**config.mk**
```make
export PLATFORM = sky130hd
export DESIGN_NAME = uss_shifter
export DESIGN_NICKNAME = d
export VERILOG_FILES = /design/src/uss_pkg.sv /design/src/uss_sync_if.sv /design/src/uss_shifter.sv /design/src/uss_edge.sv
export VERILOG_INCLUDE_DIRS = /design/src
export SDC_FILE = /design/constraint.sdc
export NUM_CORES = 1
export LEC_CHECK = 0
export BUFFER_PORTS_ARGS = -buffer_cell sky130_fd_sc_hd__buf_2
export CAP_MARGIN = 10
export CORE_ASPECT_RATIO = 0.5
export CORE_MARGIN = 10
export CORE_UTILIZATION = 53
export CTS_BUF_LIST = sky130_fd_sc_hd__clkbuf_4
export CTS_CLUSTER_DIAMETER = 200
export DETAILED_ROUTE_END_ITERATION = 6
export PLACE_DENSITY = 0.85
export RECOVER_POWER = 100
export SLEW_MARGIN = 10
export SYNTH_ARGS = -nofsm -noshare
export SYNTH_HDL_FRONTEND = slang
export SYNTH_SLANG_ARGS = --single-unit
```
**constraint.sdc**
```tcl
create_clock -name clk -period 2.1 [get_ports clk]
set_input_delay 0.105 -clock clk [delete_from_list [all_inputs] [get_ports clk]]
set_output_delay 0.105 -clock clk [all_outputs]
set_load 0.005 [all_outputs]
```
**src/uss_defines.svh**
```systemverilog
// Purpose: constants for the universal serial shifter
// Assumes: clk at 50 MHz
// Notes: wire mode and clock source encodings live here
`ifndef USS_DEFINES_SVH
`define USS_DEFINES_SVH
`define USS_WM_NONE      2'h0
`define USS_WM_THREE     2'h1
`define USS_WM_TWO       2'h2
`define USS_CS_SOFT      2'h0
`define USS_CS_TIMER     2'h1
`define USS_CS_EXT       2'h2
`define USS_DATA_RESET   8'h00
`define USS_CNT_RESET    4'h0
`define USS_CNT_TOP      4'hf
`define USS_CLK_MHZ      50
`endif

```
**src/uss_pkg.sv**
```systemverilog
// Purpose: types for the universal serial shifter
// Assumes: nothing
// Notes: encodings match the defines header
package uss_pkg;
	typedef logic [7:0] uss_byte_t;
	typedef logic [3:0] uss_cnt_t;
	typedef enum logic [1:0] {
		uss_hold_idle  = 2'b00,
		uss_hold_armed = 2'b01,
		uss_hold_low   = 2'b10
	} uss_hold_e;
endpackage

```
**src/uss_sync_if.sv**
```systemverilog
// Purpose: synchronised pin levels and edge events between modules
// Assumes: single clk domain
// Notes: produced by the edge module, consumed by the top
interface uss_sync_if;
	logic sck;
	logic sck_rise;
	logic sck_fall;
	logic sda;
	logic sda_fall;
	modport prod (output sck, sck_rise, sck_fall, sda, sda_fall);
	modport cons (input sck, sck_rise, sck_fall, sda, sda_fall);
endinterface

```
**src/uss_shifter.sv**
```systemverilog
// Purpose: universal serial unit core: shifter, counter, clock hold
// Assumes: cpu strobes are one-cycle pulses on clk
// Notes: all outputs registered; pins synchronised before use
//
// Contract
// RL1 - CPU-accessible 8-bit shift register, no buffering
// RL2 - top bit drives pin chosen by mode
// RL3 - output latch changes opposite sampling edge
// RL4 - input always sampled from data-in pin
// RL5 - CPU-accessible 4-bit counter with overflow
// RL6 - shifter and counter share clock source
// RL7 - external clock counts both edges
// RL8 - three clock sources: pin, timer, software
// RL9 - start interrupt and clock-line wait states
// RL10 - three-wire is SPI mode 0/1
// RL11 - master toggles clock by port or strobe
// RL12 - polarity select swaps sample/shift edges
// RL13 - sixteen edges overflow a byte, wakes idle
// RL14 - peers set up data half cycle early
// RL15 - strobes alone reach half system clock
// RL16 - two-wire bus, no slew or filtering
// RL17 - master clocks, slave holds clock line
// RL18 - two-wire shifting on falling edges
// RL19 - master checks clock actually released
// RL20 - data falling while clock high starts
// RL21 - hold clock low after start, until cleared
// RL22 - master drives data low via bit 7
// RL23 - overflow flag sets on wrap, write-one clears
// RL24 - clearing overflow releases two-wire hold
// RL25 - start flag write-one clears, releases hold
// RL26 - CPU write beats simultaneous shift
`include "uss_defines.svh"
module uss_shifter (
	input  wire logic        clk,
	input  wire logic        rst,
	input  wire logic [1:0]  wire_mode,
	input  wire logic        external_clock_select,
	input  wire logic        clock_polarity_select,
	input  wire logic        software_shift_strobe,
	input  wire logic        clock_toggle_strobe,
	input  wire logic        timer_match,
	input  wire logic        data_wr,
	input  wire logic [7:0]  data_wdata,
	input  wire logic        cnt_wr,
	input  wire logic [3:0]  cnt_wdata,
	input  wire logic        ovf_clear,
	input  wire logic        start_clear,
	input  wire logic        port_clock_out,
	input  wire logic        port_data_out,
	input  wire logic        port_clock_dir,
	input  wire logic        port_data_dir,
	input  wire logic        serial_input_pin,
	input  wire logic        serial_clock_pin,
	output logic [7:0]       serial_shift_register,
	output logic [3:0]       counter_value,
	output logic             counter_overflow_flag,
	output logic             start_condition_flag,
	output logic             idle_wake,
	output logic             data_out_pin,
	output logic             data_out_oe,
	output logic             sda_out,
	output logic             sda_oe,
	output logic             scl_out,
	output logic             scl_oe
);
	uss_sync_if sync ();

	uss_edge u_edge (
		.clk     (clk),
		.rst     (rst),
		.sck_pin (serial_clock_pin),
		.sda_pin (serial_input_pin),
		.sync    (sync)
	);

	uss_pkg::uss_byte_t data;
	uss_pkg::uss_cnt_t  cnt;
	uss_pkg::uss_hold_e hold_state;
	logic               ovf;
	logic               start;
	logic               out_latch;
	logic               clk_toggle;
	logic               sample_bit;
	logic               wake;

	// software clock toggle drives the clock pin level via port path
	wire two_wire   = wire_mode == `USS_WM_TWO;
	wire three_wire = wire_mode == `USS_WM_THREE;

	// pin edges; polarity picks which edge samples [RL12]
	wire edge_sample = clock_polarity_select ? sync.sck_fall : sync.sck_rise;
	wire edge_shift  = clock_polarity_select ? sync.sck_rise : sync.sck_fall;
	wire ext_edge    = sync.sck_rise | sync.sck_fall;

	// clock source select: pin, timer or software [RL8]
	wire int_tick  = external_clock_select ? 1'b0
		: (clock_polarity_select ? timer_match : software_shift_strobe);
	// external: counter counts every edge [RL7]
	wire cnt_tick  = external_clock_select
		? (ext_edge | clock_toggle_strobe & 1'b0) : int_tick;
	// external clock in two-wire shifts on falling edges only [RL18]
	wire ext_shift = two_wire ? sync.sck_fall : edge_shift;
	wire shift_tick = external_clock_select ? ext_shift : int_tick;

	// common source steps shifter and counter together [RL6]
	wire [4:0] cnt_sum = {1'b0, cnt} + 5'h01;
	wire       wrap    = cnt_tick & (cnt == `USS_CNT_TOP);

	// start: data falls while clock held high [RL20]
	wire start_det = two_wire & sync.sda_fall & sync.sck;

	// clock held low by slave logic [RL9] [RL17]
	wire hold_low  = two_wire & ((hold_state == uss_pkg::uss_hold_low) | ovf);

	// sample the data-in pin regardless of mode [RL4]
	always_ff @(posedge clk or posedge rst) begin
		if (rst) begin
			sample_bit <= 1'b0;
		end else if (external_clock_select & edge_sample) begin
			sample_bit <= sync.sda;
		end else if (~external_clock_select) begin
			sample_bit <= sync.sda;
		end
	end

	// cpu write wins over a shift in the same cycle [RL26] [RL1]
	always_ff @(posedge clk or posedge rst) begin
		if (rst) begin
			data <= `USS_DATA_RESET;
		end else if (data_wr) begin
			data <= data_wdata;
		end else if (shift_tick) begin
			data <= {data[6:0], sample_bit};
		end
	end

	// counter: cpu writes, source increments [RL5] [RL13]
	always_ff @(posedge clk or posedge rst) begin
		if (rst) begin
			cnt <= `USS_CNT_RESET;
		end else if (cnt_wr) begin
			cnt <= cnt_wdata;
		end else if (cnt_tick) begin
			cnt <= cnt_sum[3:0];
		end
	end

	// overflow flag: set beats clear [RL23] [RL24]
	always_ff @(posedge clk or posedge rst) begin
		if (rst) begin
			ovf <= 1'b0;
		end else if (wrap) begin
			ovf <= 1'b1;
		end else if (ovf_clear) begin
			ovf <= 1'b0;
		end
	end

	// start flag: set beats clear [RL25]
	always_ff @(posedge clk or posedge rst) begin
		if (rst) begin
			start <= 1'b0;
		end else if (start_det) begin
			start <= 1'b1;
		end else if (start_clear) begin
			start <= 1'b0;
		end
	end

	// hold after start: arm, then pull low at next fall [RL21]
	always_ff @(posedge clk or posedge rst) begin
		if (rst) begin
			hold_state <= uss_pkg::uss_hold_idle;
		end else begin
			case (hold_state)
				uss_pkg::uss_hold_idle: begin
					if (start_det)
						hold_state <= uss_pkg::uss_hold_armed;
				end
				uss_pkg::uss_hold_armed: begin
					if (~two_wire | start_clear & ~start_det)
						hold_state <= uss_pkg::uss_hold_idle;
					else if (sync.sck_fall)
						hold_state <= uss_pkg::uss_hold_low;
				end
				uss_pkg::uss_hold_low: begin
					if (~two_wire | start_clear & ~start_det)
						hold_state <= uss_pkg::uss_hold_idle;
				end
				default: hold_state <= uss_pkg::uss_hold_idle;
			endcase
		end
	end

	// output latch open while the clock rests at its shift level, so the
	// pin only moves after the shift edge, never on the sample edge [RL3]
	wire latch_open = ~external_clock_select
		| (clock_polarity_select ? sync.sck : ~sync.sck)
		| ~(three_wire | two_wire);
	always_ff @(posedge clk or posedge rst) begin
		if (rst) begin
			out_latch <= 1'b0;
		end else if (latch_open) begin
			out_latch <= data_wr ? data_wdata[7] : data[7];
		end
	end

	// clock toggle strobe flips clock output [RL11] [RL15]
	always_ff @(posedge clk or posedge rst) begin
		if (rst) begin
			clk_toggle <= 1'b0;
		end else if (clock_toggle_strobe) begin
			clk_toggle <= ~clk_toggle;
		end
	end

	always_ff @(posedge clk or posedge rst) begin
		if (rst) begin
			wake <= 1'b0;
		end else begin
			wake <= ovf; // [RL13]
		end
	end

	// bit 7 to data-out in three-wire, to data line in two-wire [RL2]
	// [RL10] three-wire has no select pin; [RL16] no filtering
	// [RL22] open-drain data line low when bit 7 or port bit is 0
	wire next_do_oe   = three_wire & port_data_dir;
	wire next_sda_oe  = two_wire & port_data_dir & ~(out_latch & port_data_out);
	wire scl_level    = port_clock_out ^ clk_toggle;
	wire next_scl_oe  = hold_low | port_clock_dir & (~two_wire | ~scl_level);

	always_ff @(posedge clk or posedge rst) begin
		if (rst) begin
			data_out_pin <= 1'b0;
			data_out_oe  <= 1'b0;
			sda_out      <= 1'b0;
			sda_oe       <= 1'b0;
			scl_out      <= 1'b0;
			scl_oe       <= 1'b0;
		end else begin
			data_out_pin <= out_latch;
			data_out_oe  <= next_do_oe;
			sda_out      <= 1'b0;
			sda_oe       <= next_sda_oe;
			scl_out      <= two_wire ? 1'b0 : scl_level;
			scl_oe       <= next_scl_oe;
		end
	end

	assign serial_shift_register = data;
	assign counter_value         = cnt;
	assign counter_overflow_flag = ovf;
	assign start_condition_flag  = start;
	assign idle_wake             = wake;

	a_ovf_sticky: assert property (@(posedge clk) disable iff (rst) // [RL23]
		ovf & ~ovf_clear |=> ovf)
		else $error("overflow flag dropped without clear");
	a_wrap_sets: assert property (@(posedge clk) disable iff (rst) // [RL23]
		wrap |=> ovf)
		else $error("wrap did not set overflow");
	a_write_wins: assert property (@(posedge clk) disable iff (rst) // [RL26]
		data_wr |=> data == $past(data_wdata))
		else $error("cpu write lost");
	a_shift_in: assert property (@(posedge clk) disable iff (rst) // [RL1]
		shift_tick & ~data_wr |=> data == {$past(data[6:0]), $past(sample_bit)})
		else $error("shift wrong");
	a_cnt_step: assert property (@(posedge clk) disable iff (rst) // [RL6]
		cnt_tick & ~cnt_wr |=> cnt == $past(cnt) + 4'h1)
		else $error("counter did not step");
	a_start_set: assert property (@(posedge clk) disable iff (rst) // [RL20]
		start_det |=> start)
		else $error("start not flagged");
	a_start_hold: assert property (@(posedge clk) disable iff (rst) // [RL21]
		hold_state == uss_pkg::uss_hold_low & two_wire |=> scl_oe)
		else $error("clock not held after start");
	a_ovf_hold: assert property (@(posedge clk) disable iff (rst) // [RL24]
		two_wire & ovf |=> scl_oe)
		else $error("clock not held on overflow");
	a_three_oe: assert property (@(posedge clk) disable iff (rst) // [RL2]
		~three_wire |=> ~data_out_oe)
		else $error("data out driven outside three-wire");
endmodule

```
**src/uss_edge.sv**
```systemverilog
// Purpose: two-flop synchronisers and edge detection for clock and data
// Assumes: pins asynchronous to clk
// Notes: edges come from the second and third stage only
module uss_edge (
	input  wire logic clk,
	input  wire logic rst,
	input  wire logic sck_pin,
	input  wire logic sda_pin,
	uss_sync_if.prod  sync
);
	logic [2:0] sck_q;
	logic [2:0] sda_q;
	logic [2:0] fill;

	always_ff @(posedge clk or posedge rst) begin
		if (rst) begin
			sck_q <= 3'h7;
			sda_q <= 3'h7;
			fill  <= 3'h0;
		end else begin
			sck_q <= {sck_q[1:0], sck_pin};
			sda_q <= {sda_q[1:0], sda_pin};
			fill  <= {fill[1:0], 1'b1};
		end
	end

	// edges masked until every stage holds a real pin sample, so the
	// reset value can never fake an edge against an idle-low pin
	wire primed = fill[2];

	assign sync.sck      = sck_q[1];
	assign sync.sck_rise = primed & sck_q[1] & ~sck_q[2];
	assign sync.sck_fall = primed & ~sck_q[1] & sck_q[2];
	assign sync.sda      = sda_q[1];
	assign sync.sda_fall = primed & ~sda_q[1] & sda_q[2];
endmodule

```
* Yosys cells after proc, flatten, opt, wreduce, memory -nomap -nowiden *
Cells that the tools add are included.

word-level totals
  memory bits (read-only) = 0
  memories kept = 0
  flip-flop bits (word level) = 34
  input bits = 31
  bits in writable memories = 0
  latch bits = 0

cells by class
  equal/unequal tests = 9
  div/mod/pow operators = 0
  shifts and indexed selects = 0
  bitwise gates (word level) = 36
  magnitude comparators = 0
  reduce and logical (&&, ||, !) cells = 6
  muxes and demuxes = 24
  $add $sub $neg = 1
  multipliers = 0

operators by type and width
  operator                                        count
  bitwise AND 1 bit                               17
  2-to-1 mux 8 bit                                2
  2-to-1 mux 1 bit                                15
  inverter 1 bit                                  10
  2-to-1 mux 2 bit                                4
  2-to-1 mux 4 bit                                2
  OR 1 bit                                        8
  nonzero test 2 bit                              4
  one-hot mux 2 bit (3 select lines)              1
  adder 4 x 1 -> 4 bit (second input constant)    1
  == test 2 x 1 -> 1 bit (second input constant)  2
  == test 2 bit (second input constant)           2
  == test 4 bit (second input constant)           1
  != test 2 x 1 -> 1 bit (second input constant)  2
  != test 3 bit (second input constant)           1
  AND reduction 3 bit                             1
  logical NOT 2 bit                               1
  != test 2 bit (second input constant)           1
  XOR 1 bit                                       1

* Logic depth before layout (Yosys ltp) *
  depth in word-level cells = 10
  mapped depth = 7

* By module *
A second synthesis with hierarchy kept.

unflattened totals
  cell total of the unflattened synthesis = 133
  area total of the unflattened synthesis = 1542.7 sq um

modules (own cells, without submodules)
  module       seq. area each (sq um)  cells an instance  area each (sq um)  instances
  uss_shifter  625.6                   119                1276.2             1
  uss_edge     232.7                   14                 266.5              1

* Worst setup path after synthesis *
Ideal clock, no wire load.

  path type = register to register
  start point = reg u_edge.fill[2]
  end point = reg cnt[2] (netlist: counter_value[2])
  setup slack = 0.518 ns
  cell stages (with the launch flop) = 7
  data required time = 1.969 ns
  arrival = 1.451 ns
  library setup time = 0.131 ns
  period minus slack after synthesis = 1.582 ns
  cell sequence = dfrtp_1 and2_1 buf_2 a22o_1 buf_6 and3_1 or3_1

between the ends
  cells in the longest elaborated chain, start to end = 5
  elaborated cells on any way between the ends = 7

RTL lines
  item                                                       RTL line                        source
  from (decl)                                                uss_edge.sv:13                  logic [2:0] fill;
  from (signal assigned)                                     uss_edge.sv:23                  fill <= {fill[1:0], 1'b1};
  bitwise AND 1 bit, on equally long branches (2 in series)  uss_edge.sv:32, uss_edge.sv:33
  OR 1 bit *                                                 uss_shifter.sv:93               wire ext_edge = sync.sck_rise | sync.sck_fall;
  2-to-1 mux 1 bit *                                         uss_shifter.sv:100              ? (ext_edge | clock_toggle_strobe & 1'b0) : int_tick;
  nonzero test 2 bit (no line) *                             -
  to (signal assigned)                                       uss_shifter.sv:140              cnt <= `USS_CNT_RESET;
  to (signal assigned)                                       uss_shifter.sv:142              cnt <= cnt_wdata;
  to (signal assigned)                                       uss_shifter.sv:144              cnt <= cnt_sum[3:0];
  to (decl)                                                  uss_shifter.sv:77               uss_pkg::uss_cnt_t cnt;

Mark *: on every way between the ends. The rest lies on a longest branch, timed or not.
A chain may end at the register's enable or synchronous reset.

* Worst setup path in the final report *
  start point = reg u_edge.sck_q[1]
  end point = reg data[7] (netlist: serial_shift_register[7])

between the ends
  cells in the longest elaborated chain, start to end = 7
  elaborated cells on any way between the ends = 9

RTL lines
  item                             RTL line            source
  from (decl)                      uss_edge.sv:11      logic [2:0] sck_q;
  from (signal assigned)           uss_edge.sv:21      sck_q <= {sck_q[1:0], sck_pin};
  inverter 1 bit                   uss_edge.sv:33      assign sync.sck_fall = primed & ~sck_q[1] & sck_q[2];
  bitwise AND 1 bit (2 in series)  uss_edge.sv:33
  2-to-1 mux 1 bit                 uss_shifter.sv:92   wire edge_shift = clock_polarity_select ? sync.sck_rise : sync.sck_fall;
  2-to-1 mux 1 bit *               uss_shifter.sv:102  wire ext_shift = two_wire ? sync.sck_fall : edge_shift;
  2-to-1 mux 1 bit *               uss_shifter.sv:103  wire shift_tick = external_clock_select ? ext_shift : int_tick;
  nonzero test 2 bit (no line) *   -
  to (signal assigned)             uss_shifter.sv:129  data <= `USS_DATA_RESET;
  to (signal assigned)             uss_shifter.sv:131  data <= data_wdata;
  to (signal assigned)             uss_shifter.sv:133  data <= {data[6:0], sample_bit};
  to (decl)                        uss_shifter.sv:76   uss_pkg::uss_byte_t data;

Marked as above.

==> out/metrics.csv <==
metric,value,unit
status,finished clean,
clock skew,0.00567,ns
drt pass-1 iters,5,
hold wc startpoint,cnt_wdata[2],
worst min-delay path class,input port to flip-flop,
critical path class,flip-flop to flip-flop,
Die Y-Extent,59.8,um
dpl hpwl,2950,um
FF-to-FF Start,u_edge.sck_q[1],
DP Cell Count,255,
DR vias/cell,5.34,
Rel. slew slack,44.3,%
Finish-stage setup viols,0,
max-cap violation count,0,
utilization after layout,69.7,%
R2R cell count,4,
Setup crit end,serial_shift_register[7],
Crit path required time,2.34,ns
share of post-route cells with drive strength above 1,20.4,%
initial antenna violation count,0,
diodes inserted,0,
"commonest non-fill, non-tap cell in the layout",buf_2,
gpl congestion,0.834,
Site Rows,14,
P&R area growth vs syn,24.9,%
Placeable Area,3010,um^2
RSZ-0062 raised after global routing,no,
pins over their slew limit,0,
startpoint type of the worst setup path,flip-flop,
Antenna Nets Post-Route,0,
R2R Setup Slk,0.33,ns
Initial DRC Count,51,
Clock Latency Late Sink,0.34,ns
most frequent cells in the layout,"buf_2, dfrtp_1, o21ai_0",
total congestion overflow,0,
crit path max fanout,8,
Placement Setup Slack,0.405,ns
vias in the first global route,1556,
CTS tree,done,
Tmin final,1.77,ns
PD cells,689,nW/um^2
Routed WL per cell,15.2,um
setup TNS,0,ns
ratio of final minimum period to clock period,84.1,%
"Clk pin slew, worst setup/hold paths",0.11,ns
Layout Cells excl Fill,275,
synth warn,0,
# fillers,240,
Max Clock Freq,566,MHz
Reg2Reg Capture Point,serial_shift_register[7],
H-tree levels,2,
Reg area,858,um^2
post-cts sizing count,0,
worst slew pin tran,0.836,ns
nets,268,
Crit. End Element,flip-flop,
I/O Pins,52,
"Seq/Total Area, Yosys",51.0,%
Starting Density,55.8,%
pin count of the biggest net entering global routing,35,
synthesized area,1680,um^2
Die X,99.7,um
I/O Buffers,50,
Longest Clk Path Bufs,2,
# clock sinks,34,
drt total wl,4180,um
maximum vdd drop,0.419,mV
Avg Inst Size Synth,9.83,um^2
via count,1468,
Unique masters post-synth,33,
post-route setup slack,0.334,ns
first-pass GRT wire length,6900,um
Cells after Synth,171,
overall fraction of global-route tracks in use,14.3,%
root buf cell,clkbuf_4,
Mapped Nets,205,
Synth Register Bits,34,
die area,5960,um^2
Critical Path AT,2.01,ns
LEAKAGE,0.972,nW
Worst setup startpoint,u_edge.sck_q[1],
total CTS buffers,5,
final hold violation count,0,
detailed-route DRC error count,0,
Multi-input gate area,739,um^2
[area by class of cell]
type                            count  share of cell area [%]
Sequential cell                    34                    40.9
Multi-Input combinational cell    120                    35.2
Timing Repair Buffer               65                    17.5
Tap cell                           40                    2.38
Clock buffer                        5                    1.79
Inverter                            8                    1.43
Clock inverter                      3                   0.775
[where the power goes]
part | internal (mW) | switching [mW]
Clock | 0.124 | 0.233
Combinational | 0.145 | 0.156
Sequential | 0.729 | 0.0588
[critical path, stage by stage (launching register included)]
cell and delay [ns]:
dfstp_1 0.65, nor2b_1 0.28, mux2_1 0.36, a221oi_1 0.13, o31a_1 0.26
[per-layer routing]
layer | global-route usage (%) | wire (um)
met5 | 0 | 0
met4 | 6.09 | 70
met3 | 5.52 | 242
met2 | 25.2 | 2130
met1 | 15.2 | 1740
[logic make-up (layout without fill, tap and decap cells)]
family / after synthesis / after routing / synth area share, %
flops: 34 / 34 / 51.0
xor+xnor: 5 / 5 / 2.60
compound gates: 45 / 45 / 16.1
fa+ha+maj: 3 / 3 / 2.23
simple gates: 57 / 57 / 17.3
buf+inv: 17 / 81 / 4.99
other cells: 2 / 2 / 0.447
mux: 8 / 8 / 5.28
[metrics by stage]
| stage | power (mW) | hold slack (ns) | instance area (um^2) |
|---|---|---|---|
| 6_report | 1.45 | 0.0496 | 2100 |
| 2_1_floorplan | 0.968 | 0.109 | 1680 |
| 3_3_place_gp | 1.08 | 0.212 | 1950 |
| 3_5_place_dp | 1.09 | 0.212 | 1950 |
| 5_1_grt | 1.53 | 0.0469 | 2100 |
| 4_1_cts | 1.47 | 0.0348 | 2120 |
[flip-flops by register name (all words and copies together) (netlist names), 2 cells and up]
name	count
counter_value	4
hold_state	2
serial_shift_register	8
u_edge.fill	3
u_edge.sck_q	3
u_edge.sda_q	3
[Yosys cell counts]
master / instances / area share, %
dfrtp_1: 28 / 42
o21ai_0: 23 / 6.8
nand2_1: 18 / 4.0
nand3_1: 10 / 3.0
a21oi_1: 9 / 2.7
nand2b_1: 9 / 3.3
inv_1: 8 / 1.8
o31a_1: 8 / 4.2
dfstp_2: 6 / 9.4
nor2b_1: 6 / 2.2
clkbuf_1: 5 / 1.1
mux2i_1: 4 / 2.4
nor2_1: 4 / 0.89
ha_1: 3 / 2.2
mux2_2: 3 / 2.0
xor2_1: 3 / 1.6
and2_1: 2 / 0.74
buf_6: 2 / 1.3
conb_1: 2 / 0.45
nand4_1: 2 / 0.74
nor3b_1: 2 / 0.89
or3_1: 2 / 0.74
xnor2_1: 2 / 1.0
a211o_1: 1 / 0.52
a221oi_1: 1 / 0.52
a22o_1: 1 / 0.52
and3_1: 1 / 0.37
buf_2: 1 / 0.30
buf_4: 1 / 0.45
mux2_4: 1 / 0.89
nor3_1: 1 / 0.30
o22a_1: 1 / 0.52
o22ai_1: 1 / 0.37
[worst min-delay path by stage]
stage                     slack (ns)  depth (start not counted)                        to
after floorplan                 0.11                          0           u_edge.sck_q[0]
after global placement          0.21                          3                 idle_wake
after detailed placement        0.21                          1           u_edge.sck_q[0]
after CTS                       0.03                          4          counter_value[2]
after global routing            0.05                          3  serial_shift_register[3]
final                           0.05                          4          counter_value[2]
[what timing repair did]
item | 4_1_cts | 5_1_grt
hold buffers | 12 | 0
endpoints found under the hold margin | 38 | 0
buffers inserted | 0 | 0
Power figures use the tool's default switching activity.
